`src/design/sdi_pkg.sv`:
```
package sdi_pkg;

  localparam int NUM_INPUTS = 16;
  localparam int SYNC_STAGES = 2;

  // clock and indicator timing
  localparam longint CLOCK_HZ = 64'h0000_0000_017D_7840;
  localparam longint LED_PHASE_MS = 64'h0000_0000_0000_00C8;
  localparam longint LED_PHASE_CYCLES_L = (LED_PHASE_MS * CLOCK_HZ) / 64'h0000_0000_0000_03E8;
  localparam int LED_PHASE_CYCLES = int'(LED_PHASE_CYCLES_L);
  localparam logic [1:0] SETTLE_CYCLES = 2'h3;

  // byte addresses of the word registers
  localparam logic [4:0] ADDR_CONFIG = 5'h00;
  localparam logic [4:0] ADDR_NET = 5'h04;
  localparam logic [4:0] ADDR_ERR = 5'h08;
  localparam logic [4:0] ADDR_POLARITY = 5'h0C;
  localparam logic [4:0] ADDR_INPUT = 5'h10;
  localparam logic [4:0] ADDR_PAIR = 5'h14;
  localparam logic [4:0] ADDR_BITRATE = 5'h18;

  // field positions
  localparam int CFG_NODE_LSB = 0;
  localparam int CFG_RATE_LSB = 8;
  localparam int CFG_PAIR_BIT = 11;
  localparam int CFG_PARTNER_LSB = 16;
  localparam int CFG_DONE_BIT = 31;
  localparam int NET_CMD_LSB = 0;
  localparam int NET_STATE_LSB = 4;
  localparam int ERR_WARN_BIT = 0;
  localparam int ERR_GUARD_BIT = 1;
  localparam int ERR_BUSOFF_BIT = 2;
  localparam int ERR_TERM_BIT = 8;
  localparam int INPUT_RAW_LSB = 16;

  // network commands written to the net register
  localparam logic [1:0] CMD_START = 2'h1;
  localparam logic [1:0] CMD_STOP = 2'h2;
  localparam logic [1:0] CMD_PREOP = 2'h3;

  // state codes shown in the net register
  localparam logic [1:0] CODE_INIT = 2'h0;
  localparam logic [1:0] CODE_STOPPED = 2'h1;
  localparam logic [1:0] CODE_PREOP = 2'h2;
  localparam logic [1:0] CODE_OPER = 2'h3;

  localparam logic [6:0] NODE_MAX = 7'h63;
  localparam logic [3:0] DIGIT_MAX = 4'h9;
  localparam logic [15:0] POLARITY_RESET = 16'h0000;

  localparam logic [9:0] RATE_KBPS [8] = '{10'h00A, 10'h014, 10'h032, 10'h07D,
                                          10'h0FA, 10'h1F4, 10'h320, 10'h3E8};

  typedef enum logic [2:0] {LED_OFF, LED_SINGLE, LED_DOUBLE, LED_BLINK, LED_ON} sdi_led_mode_t;
  typedef enum logic [1:0] {NET_INIT, NET_STOPPED, NET_PREOP, NET_OPER} sdi_net_state_t;

  typedef struct packed {
    logic [3:0] tens;
    logic [3:0] units;
    logic [3:0] rate;
  } sdi_switch_t;

  typedef struct packed {
    logic pair_mode;
    logic [2:0] rate_code;
    logic [6:0] node_id;
  } sdi_cfg_t;

endpackage

```
`src/design/sdi_sync.sv`:
```
`timescale 1ns/1ps
`default_nettype none
module sdi_sync import sdi_pkg::*; #(
  parameter int WIDTH = 1
) (
  input wire logic clock,
  input wire logic reset_n,
  input wire logic [WIDTH-1:0] async_in,
  output logic [WIDTH-1:0] sync_out
);

  if (WIDTH < 1) begin
    $error("sdi_sync needs a width of at least one");
  end

  // first stage feeds only the second
  logic [WIDTH-1:0] meta;

  always_ff @(posedge clock or negedge reset_n) begin
    if (!reset_n) begin
      meta <= '0;
      sync_out <= '0;
    end else begin
      meta <= async_in;
      sync_out <= meta;
    end
  end

endmodule
`default_nettype wire

```
`src/design/sdi_led_pattern.sv`:
```
`timescale 1ns/1ps
`default_nettype none
module sdi_led_pattern import sdi_pkg::*; (
  input wire logic clock,
  input wire logic reset_n,
  input wire logic phase_tick,
  input wire sdi_led_mode_t mode,
  output logic led
);

  // eight phases, six in single flash: flash patterns end in a long dark gap
  logic [2:0] phase;
  logic next_led;

  always_ff @(posedge clock or negedge reset_n) begin
    if (!reset_n) begin
      phase <= 3'h0;
    end else if (phase_tick) begin
      if (mode == LED_SINGLE && phase == 3'h5) begin
        phase <= 3'h0;
      end else begin
        phase <= phase + 3'h1;
      end
    end
  end

  always_comb begin
    case (mode)
      LED_SINGLE: next_led = (phase == 3'h0);
      LED_DOUBLE: next_led = (phase == 3'h0) || (phase == 3'h2);
      LED_BLINK: next_led = phase[0];
      LED_ON: next_led = 1'b1;
      default: next_led = 1'b0;
    endcase
  end

  always_ff @(posedge clock or negedge reset_n) begin
    if (!reset_n) begin
      led <= 1'b0;
    end else begin
      led <= next_led;
    end
  end

endmodule
`default_nettype wire

```
`src/design/sdi_front_end.sv`:
```
`timescale 1ns/1ps
`default_nettype none
module sdi_front_end import sdi_pkg::*; #(
  parameter int NUM_IN = NUM_INPUTS,
  parameter int PHASE_CYCLES = LED_PHASE_CYCLES
) (
  input wire logic clock,
  input wire logic reset_n,
  input wire sdi_switch_t switches,
  input wire logic term_switch,
  input wire logic [NUM_IN-1:0] sensed_input,
  input wire logic err_warning_evt,
  input wire logic guard_fail_evt,
  input wire logic bus_off,
  input wire logic [4:0] address,
  input wire logic read,
  input wire logic write,
  input wire logic [31:0] writedata,
  input wire logic [3:0] byteenable,
  output logic [31:0] readdata,
  output logic waitrequest,
  output sdi_cfg_t config_out,
  output logic config_valid,
  output logic [6:0] partner_id,
  output logic [9:0] bitrate_kbps,
  output logic [1:0] net_state_code,
  output logic [NUM_IN-1:0] input_state,
  output logic [NUM_IN-1:0] pair_out,
  output logic pair_out_valid,
  output logic run_led,
  output logic err_led,
  output logic term_led,
  output logic [NUM_IN-1:0] input_led
);

  if (NUM_IN != NUM_INPUTS) begin
    $error("register layout serves exactly sixteen inputs");
  end
  if (PHASE_CYCLES < 2) begin
    $error("indicator phase must be at least two cycles");
  end

  localparam int PW = $clog2(PHASE_CYCLES);
  localparam logic [PW-1:0] PHASE_LAST = PW'(PHASE_CYCLES - 1);

  // pin synchronisers
  sdi_switch_t sw_sync;
  logic term_sync;
  logic [NUM_IN-1:0] raw_in;

  sdi_sync #(.WIDTH($bits(sdi_switch_t) + 1)) u_sync_sw (
    .clock(clock),
    .reset_n(reset_n),
    .async_in({switches, term_switch}),
    .sync_out({sw_sync, term_sync})
  );

  sdi_sync #(.WIDTH(NUM_IN)) u_sync_in (
    .clock(clock),
    .reset_n(reset_n),
    .async_in(sensed_input),
    .sync_out(raw_in)
  );

  // switch capture, once per reset
  logic [1:0] settle;
  logic captured;
  logic capture_now;
  logic [3:0] tens_c;
  logic [3:0] units_c;
  logic [6:0] next_node;

  assign capture_now = !captured && (settle == SETTLE_CYCLES);

  // wait until the synchroniser holds post-reset pin levels
  always_ff @(posedge clock or negedge reset_n) begin
    if (!reset_n) begin
      settle <= 2'h0;
    end else if (settle != SETTLE_CYCLES) begin
      settle <= settle + 2'h1;
    end
  end

  always_comb begin
    tens_c = (sw_sync.tens > DIGIT_MAX) ? DIGIT_MAX : sw_sync.tens;
    units_c = (sw_sync.units > DIGIT_MAX) ? DIGIT_MAX : sw_sync.units;
    next_node = 7'({tens_c, 3'h0}) + 7'({tens_c, 1'b0}) + 7'(units_c);
  end

  always_ff @(posedge clock or negedge reset_n) begin
    if (!reset_n) begin
      captured <= 1'b0;
      config_out <= '0;
      config_valid <= 1'b0;
      bitrate_kbps <= 10'h000;
      partner_id <= 7'h00;
    end else if (capture_now) begin
      captured <= 1'b1;
      config_valid <= 1'b1;
      config_out.node_id <= next_node;
      config_out.pair_mode <= sw_sync.rate[3];
      config_out.rate_code <= sw_sync.rate[2:0];
      bitrate_kbps <= RATE_KBPS[sw_sync.rate[2:0]];
      if (next_node[0]) begin
        partner_id <= (next_node == NODE_MAX) ? 7'h00 : next_node + 7'h01;
      end else begin
        partner_id <= (next_node == 7'h00) ? 7'h00 : next_node - 7'h01;
      end
    end
  end

  // bus handshake: one wait cycle, then one cycle with waitrequest low
  logic req;
  logic wr_go;
  logic [3:0] wr_cmd_mask;

  assign req = read || write;
  assign wr_go = write && !waitrequest;

  always_ff @(posedge clock or negedge reset_n) begin
    if (!reset_n) begin
      waitrequest <= 1'b1;
    end else begin
      waitrequest <= !(req && waitrequest);
    end
  end

  assign wr_cmd_mask = {4{wr_go}} & byteenable;

  // network state machine
  sdi_net_state_t net_state;
  logic [1:0] cmd;

  assign cmd = writedata[NET_CMD_LSB +: 2];

  always_ff @(posedge clock or negedge reset_n) begin
    if (!reset_n) begin
      net_state <= NET_INIT;
    end else if (capture_now) begin
      if (sw_sync.rate[3]) begin
        net_state <= NET_OPER;
      end else begin
        net_state <= NET_PREOP;
      end
    end else if (captured && address == ADDR_NET && wr_cmd_mask[0]) begin
      case (cmd)
        CMD_START: net_state <= NET_OPER;
        CMD_STOP: net_state <= NET_STOPPED;
        CMD_PREOP: net_state <= NET_PREOP;
        default: net_state <= net_state;
      endcase
    end
  end

  logic [1:0] next_code;

  always_comb begin
    case (net_state)
      NET_STOPPED: next_code = CODE_STOPPED;
      NET_PREOP: next_code = CODE_PREOP;
      NET_OPER: next_code = CODE_OPER;
      default: next_code = CODE_INIT;
    endcase
  end

  always_ff @(posedge clock or negedge reset_n) begin
    if (!reset_n) begin
      net_state_code <= CODE_INIT;
    end else begin
      net_state_code <= next_code;
    end
  end

  // sticky error flags, write one to clear; a new event beats the clear
  logic warn_flag;
  logic guard_flag;
  logic err_clr;

  assign err_clr = (address == ADDR_ERR) && wr_cmd_mask[0];

  always_ff @(posedge clock or negedge reset_n) begin
    if (!reset_n) begin
      warn_flag <= 1'b0;
    end else if (err_warning_evt) begin
      warn_flag <= 1'b1;
    end else if (err_clr && writedata[ERR_WARN_BIT]) begin
      warn_flag <= 1'b0;
    end
  end

  always_ff @(posedge clock or negedge reset_n) begin
    if (!reset_n) begin
      guard_flag <= 1'b0;
    end else if (guard_fail_evt) begin
      guard_flag <= 1'b1;
    end else if (err_clr && writedata[ERR_GUARD_BIT]) begin
      guard_flag <= 1'b0;
    end
  end

  // polarity inversion, byte-lane writes
  logic [15:0] polarity;

  always_ff @(posedge clock or negedge reset_n) begin
    if (!reset_n) begin
      polarity <= POLARITY_RESET;
    end else if (address == ADDR_POLARITY) begin
      if (wr_cmd_mask[0]) begin
        polarity[7:0] <= writedata[7:0];
      end
      if (wr_cmd_mask[1]) begin
        polarity[15:8] <= writedata[15:8];
      end
    end
  end

  // input data paths
  logic pair_active;

  assign pair_active = config_out.pair_mode && (net_state == NET_OPER);

  always_ff @(posedge clock or negedge reset_n) begin
    if (!reset_n) begin
      input_state <= '0;
      input_led <= '0;
      term_led <= 1'b0;
      pair_out <= '0;
      pair_out_valid <= 1'b0;
    end else begin
      input_state <= raw_in ^ polarity;
      input_led <= raw_in;
      term_led <= term_sync;
      pair_out_valid <= pair_active;
      if (pair_active) begin
        pair_out <= raw_in ^ polarity;
      end else begin
        pair_out <= '0;
      end
    end
  end

  // indicator phase timer shared by both lights
  logic [PW-1:0] phase_cnt;
  logic phase_tick;

  always_ff @(posedge clock or negedge reset_n) begin
    if (!reset_n) begin
      phase_cnt <= '0;
      phase_tick <= 1'b0;
    end else begin
      phase_tick <= (phase_cnt == PHASE_LAST);
      if (phase_cnt == PHASE_LAST) begin
        phase_cnt <= '0;
      end else begin
        phase_cnt <= phase_cnt + PW'(1);
      end
    end
  end

  sdi_led_mode_t run_mode;
  sdi_led_mode_t err_mode;

  always_comb begin
    case (net_state)
      NET_STOPPED: run_mode = LED_SINGLE;
      NET_PREOP: run_mode = LED_BLINK;
      NET_OPER: run_mode = LED_ON;
      default: run_mode = LED_OFF;
    endcase
  end

  // bus-off outranks guard fail, which outranks a warning
  always_comb begin
    if (bus_off) begin
      err_mode = LED_ON;
    end else if (guard_flag) begin
      err_mode = LED_DOUBLE;
    end else if (warn_flag) begin
      err_mode = LED_SINGLE;
    end else begin
      err_mode = LED_OFF;
    end
  end

  sdi_led_pattern u_run_led (
    .clock(clock),
    .reset_n(reset_n),
    .phase_tick(phase_tick),
    .mode(run_mode),
    .led(run_led)
  );

  sdi_led_pattern u_err_led (
    .clock(clock),
    .reset_n(reset_n),
    .phase_tick(phase_tick),
    .mode(err_mode),
    .led(err_led)
  );

  // read mux, loaded in the wait cycle so it stands at the answer edge
  logic [31:0] next_rd;

  always_comb begin
    next_rd = 32'h0000_0000;
    if (address == ADDR_CONFIG) begin
      next_rd[CFG_NODE_LSB +: 7] = config_out.node_id;
      next_rd[CFG_RATE_LSB +: 3] = config_out.rate_code;
      next_rd[CFG_PAIR_BIT] = config_out.pair_mode;
      next_rd[CFG_PARTNER_LSB +: 7] = partner_id;
      next_rd[CFG_DONE_BIT] = captured;
    end else if (address == ADDR_NET) begin
      next_rd[NET_STATE_LSB +: 2] = next_code;
    end else if (address == ADDR_ERR) begin
      next_rd[ERR_WARN_BIT] = warn_flag;
      next_rd[ERR_GUARD_BIT] = guard_flag;
      next_rd[ERR_BUSOFF_BIT] = bus_off;
      next_rd[ERR_TERM_BIT] = term_sync;
    end else if (address == ADDR_POLARITY) begin
      next_rd[15:0] = polarity;
    end else if (address == ADDR_INPUT) begin
      next_rd[15:0] = raw_in ^ polarity;
      next_rd[INPUT_RAW_LSB +: 16] = raw_in;
    end else if (address == ADDR_PAIR) begin
      next_rd[15:0] = pair_out;
    end else if (address == ADDR_BITRATE) begin
      next_rd[9:0] = bitrate_kbps;
    end
  end

  always_ff @(posedge clock or negedge reset_n) begin
    if (!reset_n) begin
      readdata <= 32'h0000_0000;
    end else if (read && waitrequest) begin
      readdata <= next_rd;
    end
  end

endmodule
`default_nettype wire

```
`config.mk`:
```
export PLATFORM = sky130hd
export DESIGN_NAME = sdi_front_end
export DESIGN_NICKNAME = d
export VERILOG_FILES = /design/src/design/sdi_pkg.sv /design/src/design/sdi_sync.sv /design/src/design/sdi_led_pattern.sv /design/src/design/sdi_front_end.sv
export SDC_FILE = /design/constraint.sdc
export NUM_CORES = 1
export LEC_CHECK = 0
export ABC_AREA = 1
export BUFFER_PORTS_ARGS = -buffer_cell sky130_fd_sc_hd__buf_4
export CORE_ASPECT_RATIO = 1.1
export CORE_MARGIN = 2
export CORE_UTILIZATION = 45
export DETAILED_ROUTE_END_ITERATION = 10
export GPL_TIMING_DRIVEN = 0
export HOLD_SLACK_MARGIN = 0.12
export PLACE_DENSITY = 0.75
export SETUP_SLACK_MARGIN = 0.3
export SYNTH_ARGS = -nofsm -noshare
export SYNTH_HDL_FRONTEND = slang
export SYNTH_SLANG_ARGS = --single-unit
```
`constraint.sdc`:
```
create_clock -name clock -period 2.7 [get_ports clock]
set_input_delay 0.135 -clock clock [delete_from_list [all_inputs] [get_ports clock]]
set_output_delay 0.135 -clock clock [all_outputs]
set_load 0.02 [all_outputs]
```
Yosys cells after proc, flatten, opt, wreduce, memory -nomap -nowiden. Memories as Yosys holds them, arrays and structs flattened. A register that Yosys moved wholly into a read port is not among the register bits. Cells that the tools add are included.

Add/subtract/negate cells: 8. $lt $le $gt $ge: 2. Equality and inequality tests: 28. Muxes and demuxes: 45. Bitwise operators: 3. Reductions and logical operators: 30.

Operator list (count): $mux 16 (5); $mux 23 (2); $mux 7 (5); $mux 26 (1); $add 23x1->23 const B (1); $eq 23x23->1 const B (1); $mux 10 (2); $mux 4 (5); $eq 3x2->1 const B (6); $xor 16x16->16 (1); $eq 5x5->1 const B (3); $mux 3 (5); $eq 3x3->1 const B (4); $logic_and 1x1->1 (12); $pmux 2 s3 (2); $eq 2x2->1 const B (5); $eq 5x4->1 const B (2); $mux 1 (9); $pmux 3 s3 (1); $gt 4x4->1 const B (2); $mux 8 (1); $pmux 1 s4 (2); $add 7x1->7 const B (1); $add 7x4->7 (1); 22 further kinds (37).

Flip-flop bits (word level): 216. Memory bits (read-only): 80. Logic and storage cells: 146. Memories: 1.

Memory list: (name not given) (words 8, bits a word 10, rd ports 1, clocked after Yosys merged registers in 1, write ports 0, RTL line sdi_front_end.sv:103) `bitrate_kbps <= RATE_KBPS[sw_sync.rate[2:0]];`.

Logic depth before layout (Yosys ltp). Gate-level depths: netlist (run 1).

Depth in word-level cells: 8. Mapped depth: 17. Depth with buffers taken out: 17.

Cells and area by module. Synthesis (run 1) repeated with hierarchy kept, for this count alone.

Cells, all modules: 988. Area, all modules: 9535.4 sq um.

By module, submodules not included: sdi_front_end (instances 1, cells each 848, area each 7500.9 sq um); sdi_sync at u_sync_in (instances 1, cells each 32, area each 800.8 sq um); sdi_sync at u_sync_sw (instances 1, cells each 26, area each 650.6 sq um); sdi_led_pattern (instances 2, cells each 41, area each 291.5 sq um).

Worst setup path after synthesis (run 1). No wires, ideal clock.

Path type: register to register. Start point: register u_sync_sw.sync_out[12]. End point: register partner_id[2]. Setup time: 0.117 ns. Arrival time: 2.726 ns. Slack: -0.143 ns. Cell stages (with the launch flop): 16. Buffers on the path: 0. Clock period less this slack: 2.843 ns. Cells stage by stage: dfrtp_1 -> inv_1 -> a21oi_1 -> or2_2 -> fa_1 -> fa_1 -> nor2_1 -> nand2_1 -> nor2_1 -> nand3_1 -> nand2_1 -> nand2_1 -> nand2_1 -> nand2_1 -> nand2_1 -> nand2_1.

Longest elaborated chain between the ends: 7.

Ends and longest elaborated chain: from (decl) (RTL line sdi_sync.sv:9) `output logic [WIDTH-1:0] sync_out`; from (signal assigned) (RTL line sdi_sync.sv:25) `sync_out <= meta;`; $gt 4x4->1 (*) (RTL line sdi_front_end.sv:85) `tens_c = (sw_sync.tens > DIGIT_MAX) ? DIGIT_MAX : sw_sync.tens;`; $mux 4 (*) (RTL line sdi_front_end.sv:85); $add 7x5->7 (*) (RTL line sdi_front_end.sv:87) `next_node = 7'({tens_c, 3'h0}) + 7'({tens_c, 1'b0}) + 7'(units_c);`; $add 7x4->7 (*) (RTL line sdi_front_end.sv:87); via next_node[3] (RTL line sdi_front_end.sv:71) `logic [6:0] next_node;`; $eq 7x7->1 or $logic_not 7->1 (tied branches) (RTL line sdi_front_end.sv:105, sdi_front_end.sv:107); $mux 7, on equally long branches (RTL line sdi_front_end.sv:105, sdi_front_end.sv:107); $mux 7 (*) (RTL line sdi_front_end.sv:104) `if (next_node[0]) begin`; to (signal assigned) (RTL line sdi_front_end.sv:105) `partner_id <= (next_node == NODE_MAX) ? 7'h00 : next_node + 7'h01;`; to (signal assigned) (RTL line sdi_front_end.sv:107) `partner_id <= (next_node == 7'h00) ? 7'h00 : next_node - 7'h01;`; to (decl) (RTL line sdi_front_end.sv:24) `output logic [6:0] partner_id,`.

The timed path passes the listed nets; every way through them passes the cells marked *. A chain may end at the register's enable or synchronous reset.

Worst setup path in the final report (run 1). Same ends and word-level chain as after synthesis.

==> results of run 1 <==
[metal layers]
metal	part of all wire, %	GRT usage [%]	wire (um)
met1	42	31.22	10910
met2	48	39.34	12460
met3	7.3	4.819	1915
met4	3.3	8.143	854
met5	0	0	0
[final cells by class]
cell class,count,area share (%)
buffer,25,0.9264
clock buffer,33,5.558
clock inverter,11,1.291
inverter,95,2.819
multi-input combinational,604,26.60
sequential,226,44.56
tap,256,2.523
timing repair buffer,242,15.73
[power groups by stage]
| stage | registers, W | logic, W | clock network (W) |
|---|---|---|---|
| floorplan | 0.00407 | 0.000415 | 0 |
| finish | 0.00383 | 0.00139 | 0.00355 |
| CTS | 0.00383 | 0.00138 | 0.00360 |
| global placement | 0.00388 | 0.00124 | 0 |
| detailed placement | 0.00389 | 0.00127 | 0 |
| global route | 0.00386 | 0.00151 | 0.00374 |
[timing repair]
item,4_1_cts,5_1_grt
setup buffers,7,0
hold buffers,61,0
pin swaps,5,1
setup endpoints to repair,7,8
endpoints found under the hold margin,162,0
gates resized for setup,13,8
[flip-flops by register name, summed over array words and instances (netlist names), 3 cells and up]
signal and flops:
phase_cnt 23, input_led 16, u_sync_in.meta 16, pair_out 16, u_sync_sw.sync_out 13, input_state 16
u_sync_sw.meta 13, readdata 32, u_sync_in.sync_out 16, config_out 11, bitrate_kbps 10, polarity 16
partner_id 7, u_run_led.phase 3, u_err_led.phase 3
[stage by stage]
step | total power [W] | setup TNS (ps) | setup WS (ps) | cell area [sq um] | cells
finish | 0.008779 | 0 | 48.89 | 12700 | 1492
global route | 0.009110 | -307.1 | -124.5 | 12700 | 1492
detailed placement | 0.005155 | -610.6 | -154.0 | 11100 | 1380
global placement | 0.005125 | -28690 | -142.0 | 11060 | 1379
floorplan | 0.004489 | 0 | 134.7 | 9442 | 950
CTS | 0.008812 | 0 | 24.30 | 12670 | 1492
[tightest hold or removal path, cell delays in order]
cell and delay (ps):
buf_4 100, nor2_2 60, nand4_1 60, nand3_1 70
nand2_1 60, nand2_1 50, nand2_1 50, a21oi_1 50
[logic make-up (layout without fill, tap and decap cells)]
group           after synthesis  in the layout  share of synthesized area, %
flops                       226            226                         60.03
mux                          14             14                         1.673
simple gates                401            401                         18.54
xor+xnor                     36             36                         3.346
compound gates              120            120                         6.825
fa+ha+maj                    33             33                         4.541
buf+inv                     120            406                         5.046
[cells in the final DEF, fill, tap and decap left out, drive strengths merged, types with 2 or more instances in the layout]
cell         Yosys  layout
xor2            25      25
bufinv           0       4
inv             92      93
nand4           22      22
clkbuf          15      48
o22ai            2       2
o21bai           4       4
nand3           58      58
nand2          200     200
nor2            96      96
o211ai           3       3
o21ai           48      48
dfrtp          225     225
fa               2       2
ha              31      31
or2              5       5
nor4             5       5
mux2            14      14
a41oi            2       2
dlygate4sd3      0      61
buf             10     191
xnor2           11      11
nor3            14      14
a21oi           57      57
clkinv           3       8
[worst paths after layout]
| check | from | end | slack, ps | depth (start not counted) |
|---|---|---|---|---|
| worst min register to register | u_sync_sw.meta[5]$_DFF_PN0_ | u_sync_sw.sync_out[5]$_DFF_PN0_ | 350 | 0 |
| worst max-delay path | u_sync_sw.sync_out[12]$_DFF_PN0_ | partner_id[2]$_DFFE_PN0P_ | 50 | 15 |
| worst max register to register | u_sync_sw.sync_out[12]$_DFF_PN0_ | partner_id[2]$_DFFE_PN0P_ | 50 | 15 |
| max in group asynchronous | reset_n | u_sync_sw.meta[4]$_DFF_PN0_ | 1410 | 3 |
| worst min-delay path | address[3] | readdata[0]$_DFFE_PN0P_ | 170 | 8 |
| min in group asynchronous | reset_n | u_sync_in.meta[3]$_DFF_PN0_ | 280 | 2 |
==> metrics.md, run 1 <==
| Metric | Value |
|---|---|
| Hold Crit Class | input pin to flop |
| Final Hold Violating Endpoints | 0 |
| Net Sw Frac | 26.82% |
| Worst-Margin Slew | 814.1 ps |
| Largest net degree at the start of global routing | 118 |
| CTS Sinks | 226 |
| Skew-Pair Late Insertion Delay | 510 ps |
| Pwr per Cell Area | ~690 nW/um^2 |
| Ports | 193 |
| Max cap viols | 0 |
| Die Ht | roughly 160 um |
| Slowest stage delay, CP | 570 ps |
| Register Area | 5657 sq um |
| Starting DRT DRC Count | 423 |
| Part of the power in registers | 43.7% |
| Startpoint Class | flop |
| Critical Path End Type | flop |
| Setup-failing EPs final | 0 |
| Leak | 6.447 nW |
| Syn nets | 1,060 |
| Sequential area share after synthesis | 60.03% |
| Period Utilization, post-route | a little over nine tenths |
| Starting Density | 45.80% |
| Slew margin rel. | 45.73% |
| Count leader, synth | dfrtp_1 |
| Crit-path leading delay family | adder cells |
| Hpwl dp | between 15,000 and 20,000 um |
| Antenna violations before repair | 0 |
| Buf+Inv Stages, Crit Path | 1 |
| Area leader, netlist | dfrtp_1 |
| Gr ovfl total | 0 |
| Post-Syn Area | 9423 sq um |
| Max Slew Vio Count | 0 |
| Synth Register Bits | approximately 230 |
| Min Tclk post-route | 2651 ps |
| Clock slew at reported path FFs | 60 ps |
| Post-DRT Antenna Nets | 0 |
| Arrival @ worst endpoint | 3050 ps |
| Top-area cell type share of the netlist area | 59.75% |
| Synth warn | 0 |
| Commonest cells post-synth | dfrtp_1 (225), nand2_1 (198), inv_1 (90) |
| Nets | 1,328 |
| Status | complete, no violations |
| Syn Inst Count | 950 |
| ANT cells | 0 |
| Max Clk Rate | 377.2 MHz |
| Crit-path cells | inv_2, a21oi_2, or2_4, fa_2, fa_2, nor2_4, nand2_2, nor2_4, nand3_2, nand2_2, nand2_4, nand2_1, nand2_1, nand2_1, nand2_1 |
| Multi-input gate area | approximately 3400 sq um |
| Die footprint | 22,110 sq um |
| Number of synthesized flops with an enable pin | 0 |
| Global-route wire length before repair | 40,450 um |
| Crit-path max FO | 4 |
| Vias in the first global route | 7,535 |
| Most frequent CP cell | nand2_1 |
| Wire per inst | 17.52 um |
| Number of H-tree levels | 1 |
| Buffers on Ports | 173 |
| Internal power | about 0.0064 W |
| Root Driver | clkbuf_16 |
| Peak supply drop | 0.4933 mV |
| Area Growth Syn to Fin | 34.74% |
| Vias post-DR | 7,664 |
| Cts bufs inserted | 24 |
| Placer congestion estimate | 0.8975 |
| DRT Pass-1 Iters | 5 |
| Vias per cell | 5.137 |
| # rows | 55 |
| TritonCTS clock tree | built |
| Ys async rst share | 100.0% |
| Combinational share of power | 15.8% |
| Worst setup path category | flop to flop |
| Clk_skew | 7.190 ps |
| DR DRC count | 0 |
| Syn_area_per_cell | 9.919 sq um |
| GRT Util Overall | 23.70% |
| Main synth FF type | dfrtp_1 |
| Hold_ws | 166.5 ps |
| Synth cell types | 39 |
| Final core occ | 61.70% |
| Critical path required time | 3100 ps |
| Area of the core | 20,580 sq um |
| Die X | 142.0 um |
| RSZ-0062 raised after global routing | yes |
| Worst path slowest cell | fa_2 |
| Ratio of cells with drive above 1 in the final layout | 23.62% |
| Layout filler cell count | around 1.6k |
| CTS Buffer Depth | 3 |
| Clock network power share | between 40% and 50% |
| Dominant cells by area after synthesis | dfrtp_1 (60%), nand2_1 (7.9%), ha_1 (4.1%), inv_1 (3.6%), nor2_1 (3.4%) |
| Drt total wl | 26,140 um |
| Net Switching | 0.002355 W |
(Power assumes the default switching activity.)
==> run 2: changes to the inputs <==
Settings changed: PLACE_DENSITY 0.75 to not set, PLACE_DENSITY_LB_ADDON set to 0.12.
==> run 2 against run 1 <==
Effect of this change: final area about the same; sequential cell count unchanged; sequential share of layout area about the same; wire length down 3.8%; global-route usage down 0.78 points; setup slack worse by 11 ps; core utilization about the same; critical path type unchanged; critical endpoint unchanged; largest cell class unchanged; largest power group unchanged.
==> metrics.md, run 2 (synthesis results as in run 1) <==
| Metric | Value |
|---|---|
| Status | complete, no violations |
| Area Growth Syn to Fin | 34.76% (about the same) |
| Worst-Margin Slew | 796.5 ps (-17.60 ps) |
| CTS Sinks | 226 (unchanged) |
| DR DRC count | 0 (unchanged) |
| Die X | 142.0 um (unchanged) |
| Critical Path End Type | flop |
| Ratio of cells with drive above 1 in the final layout | 23.67% (+0.043 points) |
| Commonest non-fill, non-tap cell in the layout | dfrtp_1 |
| TritonCTS clock tree | built |
| Critical path required time | 3100 ps (about the same) |
| Peak supply drop | 0.5076 mV (+2.9%) |
| Reg2Reg Setup Slack | 40 ps (about the same) |
| Max cap viols | 0 (unchanged) |
| Commonest cells after routing, fill and taps aside | dfrtp_1 (225), nand2_1 (191), buf_4 (182), inv_1 (87), nor2_1 (80) |
| Final std cells w/o fill | 1,494 (+0.13%) |
| Setup-failing EPs final | 0 (unchanged) |
| Number of H-tree levels | 1 (unchanged) |
| Hold_ws | 192.9 ps (+26.43 ps) |
| Placer congestion estimate | 0.8942 (-0.37%) |
| Arrival @ worst endpoint | 3060 ps (about the same) |
| Period Utilization, post-route | 98.60% (+0.41 points) |
| Vias per cell | 5.046 (-1.8%) |
| Post-DRT Antenna Nets | 0 (unchanged) |
| Antenna violations before repair | 0 (unchanged) |
| Wire per inst | 16.83 um (-3.9%) |
| Vias in the first global route | 7,487 (-0.64%) |
| Nets | 1,330 (+0.15%) |
| Max Slew Vio Count | 0 (unchanged) |
| Global-route wire length before repair | 39,300 um (-2.8%) |
| Starting Density | 45.80% (unchanged) |
| # rows | 55 (unchanged) |
| Die footprint | 22,110 sq um (unchanged) |
| Biggest regs | readdata x32, phase_cnt x23 |
| Drt total wl | 25,150 um (-3.8%) |
| Hpwl dp | 18,040 um (-1.6%) |
| Gr ovfl total | 0 (unchanged) |
| Skew-Pair Late Insertion Delay | 520 ps (about the same) |
| Slew margin rel. | 46.90% (+1.2 points) |
| Buffers on Ports | 173 (unchanged) |
| Pwr per Cell Area | 689.3 nW/um^2 (-0.33%) |
| Placed Cells | 1,380 (unchanged) |
| Leak | 6.449 nW (about the same) |
| Post-route setup TNS | 0 ps (unchanged) |
| Largest net degree at the start of global routing | 122 (+3.4%) |
| Area of the core | 20,580 sq um (unchanged) |
| Final Hold Violating Endpoints | 0 (unchanged) |
| Clock slew at reported path FFs | 60 ps (about the same) |
| GR Layer Usage met1 | 30.74% (-0.48 points) |
| Layer carrying the most global-route usage | met2 |
| GRT Util Overall | 22.92% (-0.78 points) |
| Ports | 193 (unchanged) |
| Crit-path max FO | 4 (unchanged) |
| Startpoint Class | flop |
| Die Ht | 155.8 um (unchanged) |
| DRT Pass-1 Iters | 5 (unchanged) |
| Met2 usage | 38.42% (-0.92 points) |
| Met3 Track Usage GR | 4.665% (-0.15 points) |
| ANT cells | 0 (unchanged) |
| Root Driver | clkbuf_16 |
| Layout filler cell count | 1,798 (+11%) |
| Largest register FFs | 32 (unchanged) |
| Min Tclk post-route | 2662 ps (+10.96 ps) |
| Largest register by flop count | readdata |
| Total power | 0.008753 W (-0.31%) |
| Clk_skew | 12.86 ps (+5.670 ps) |
| Max Clk Rate | 375.6 MHz (-0.41%) |
| Starting DRT DRC Count | 388 (-8.3%) |
| Hold Crit Class | input pin to flop |
| RSZ-0062 raised after global routing | yes |
| Cts bufs inserted | 25 (+4.2%) |
| Worst setup path category | flop to flop |
| Vias post-DR | 7,539 (-1.6%) |
| CTS Buffer Depth | 3 (unchanged) |
run 2: final timing paths:
| check | startpoint | end | depth (start not counted) |
|---|---|---|---|
| min in group asynchronous | reset_n | u_run_led.phase[0]$_DFFE_PN0P_ | 2 |
| min | address[3] | readdata[1]$_DFFE_PN0P_ | 8 |
| max | u_sync_sw.sync_out[10]$_DFF_PN0_ | partner_id[2]$_DFFE_PN0P_ | 15 |
| max in group asynchronous | reset_n | u_sync_sw.meta[11]$_DFF_PN0_ | 3 |
| max reg2reg | u_sync_sw.sync_out[10]$_DFF_PN0_ | partner_id[2]$_DFFE_PN0P_ | 15 |
| min reg2reg | u_sync_sw.meta[5]$_DFF_PN0_ | u_sync_sw.sync_out[5]$_DFF_PN0_ | 0 |
run 2: layout make-up:
cell class / instances / area (sq um) / area share, %
sequential: 226 / 5657 / 44.55
multi-input combinational: 604 / 3367 / 26.51
timing repair buffer: 243 / 2004 / 15.78
clock buffer: 32 / 691.9 / 5.449
inverter: 95 / 357.8 / 2.818
tap: 256 / 320.3 / 2.522
clock inverter: 13 / 182.7 / 1.439
buffer: 25 / 117.6 / 0.9262
run 2: per-layer routing:
metal	wire (um)	vias up
li1	-	3627
met1	10730	3657
met2	12220	220
met3	1677	35
met4	520	0
met5	0	-
run 2: stage by stage:
stage	setup slack (ps)	utilization, %	instance area, sq um
floorplan	134.7	-	9442
global placement	-239.9	53.75	11060
detailed placement	-97.07	53.93	11100
CTS	10.54	61.42	12640
global route	-128.0	61.71	12700
finish	37.93	61.71	12700
run 2: critical path, cell delays in order, from the launching register on:
cell	delay [ps]
dfrtp_1	370
inv_2	60
a21oi_2	60
or2_4	230
fa_1	540
fa_2	470
nor2_4	160
nand2_2	80
nor2_4	120
nand3_2	90
nand2_2	100
nand2_4	70
nand2_2	50
nand2_1	40
nand2_1	50
nand2_1	60
run 2: where the power goes:
part | total (W) | internal [W] | switching (W)
Sequential | 0.00383 | 0.00365 | 0.000188
Combinational | 0.00136 | 0.000567 | 0.000798
Clock | 0.00355 | 0.00220 | 0.00136
run 2: timing repair:
action | in CTS | in global routing
pin swaps | 4 | 7
hold buffers | 61 | 0
setup endpoints to repair | 7 | 9
hold endpoints to repair | 158 | 0
gates resized for setup | 10 | 11
buffers inserted | 4 | 4
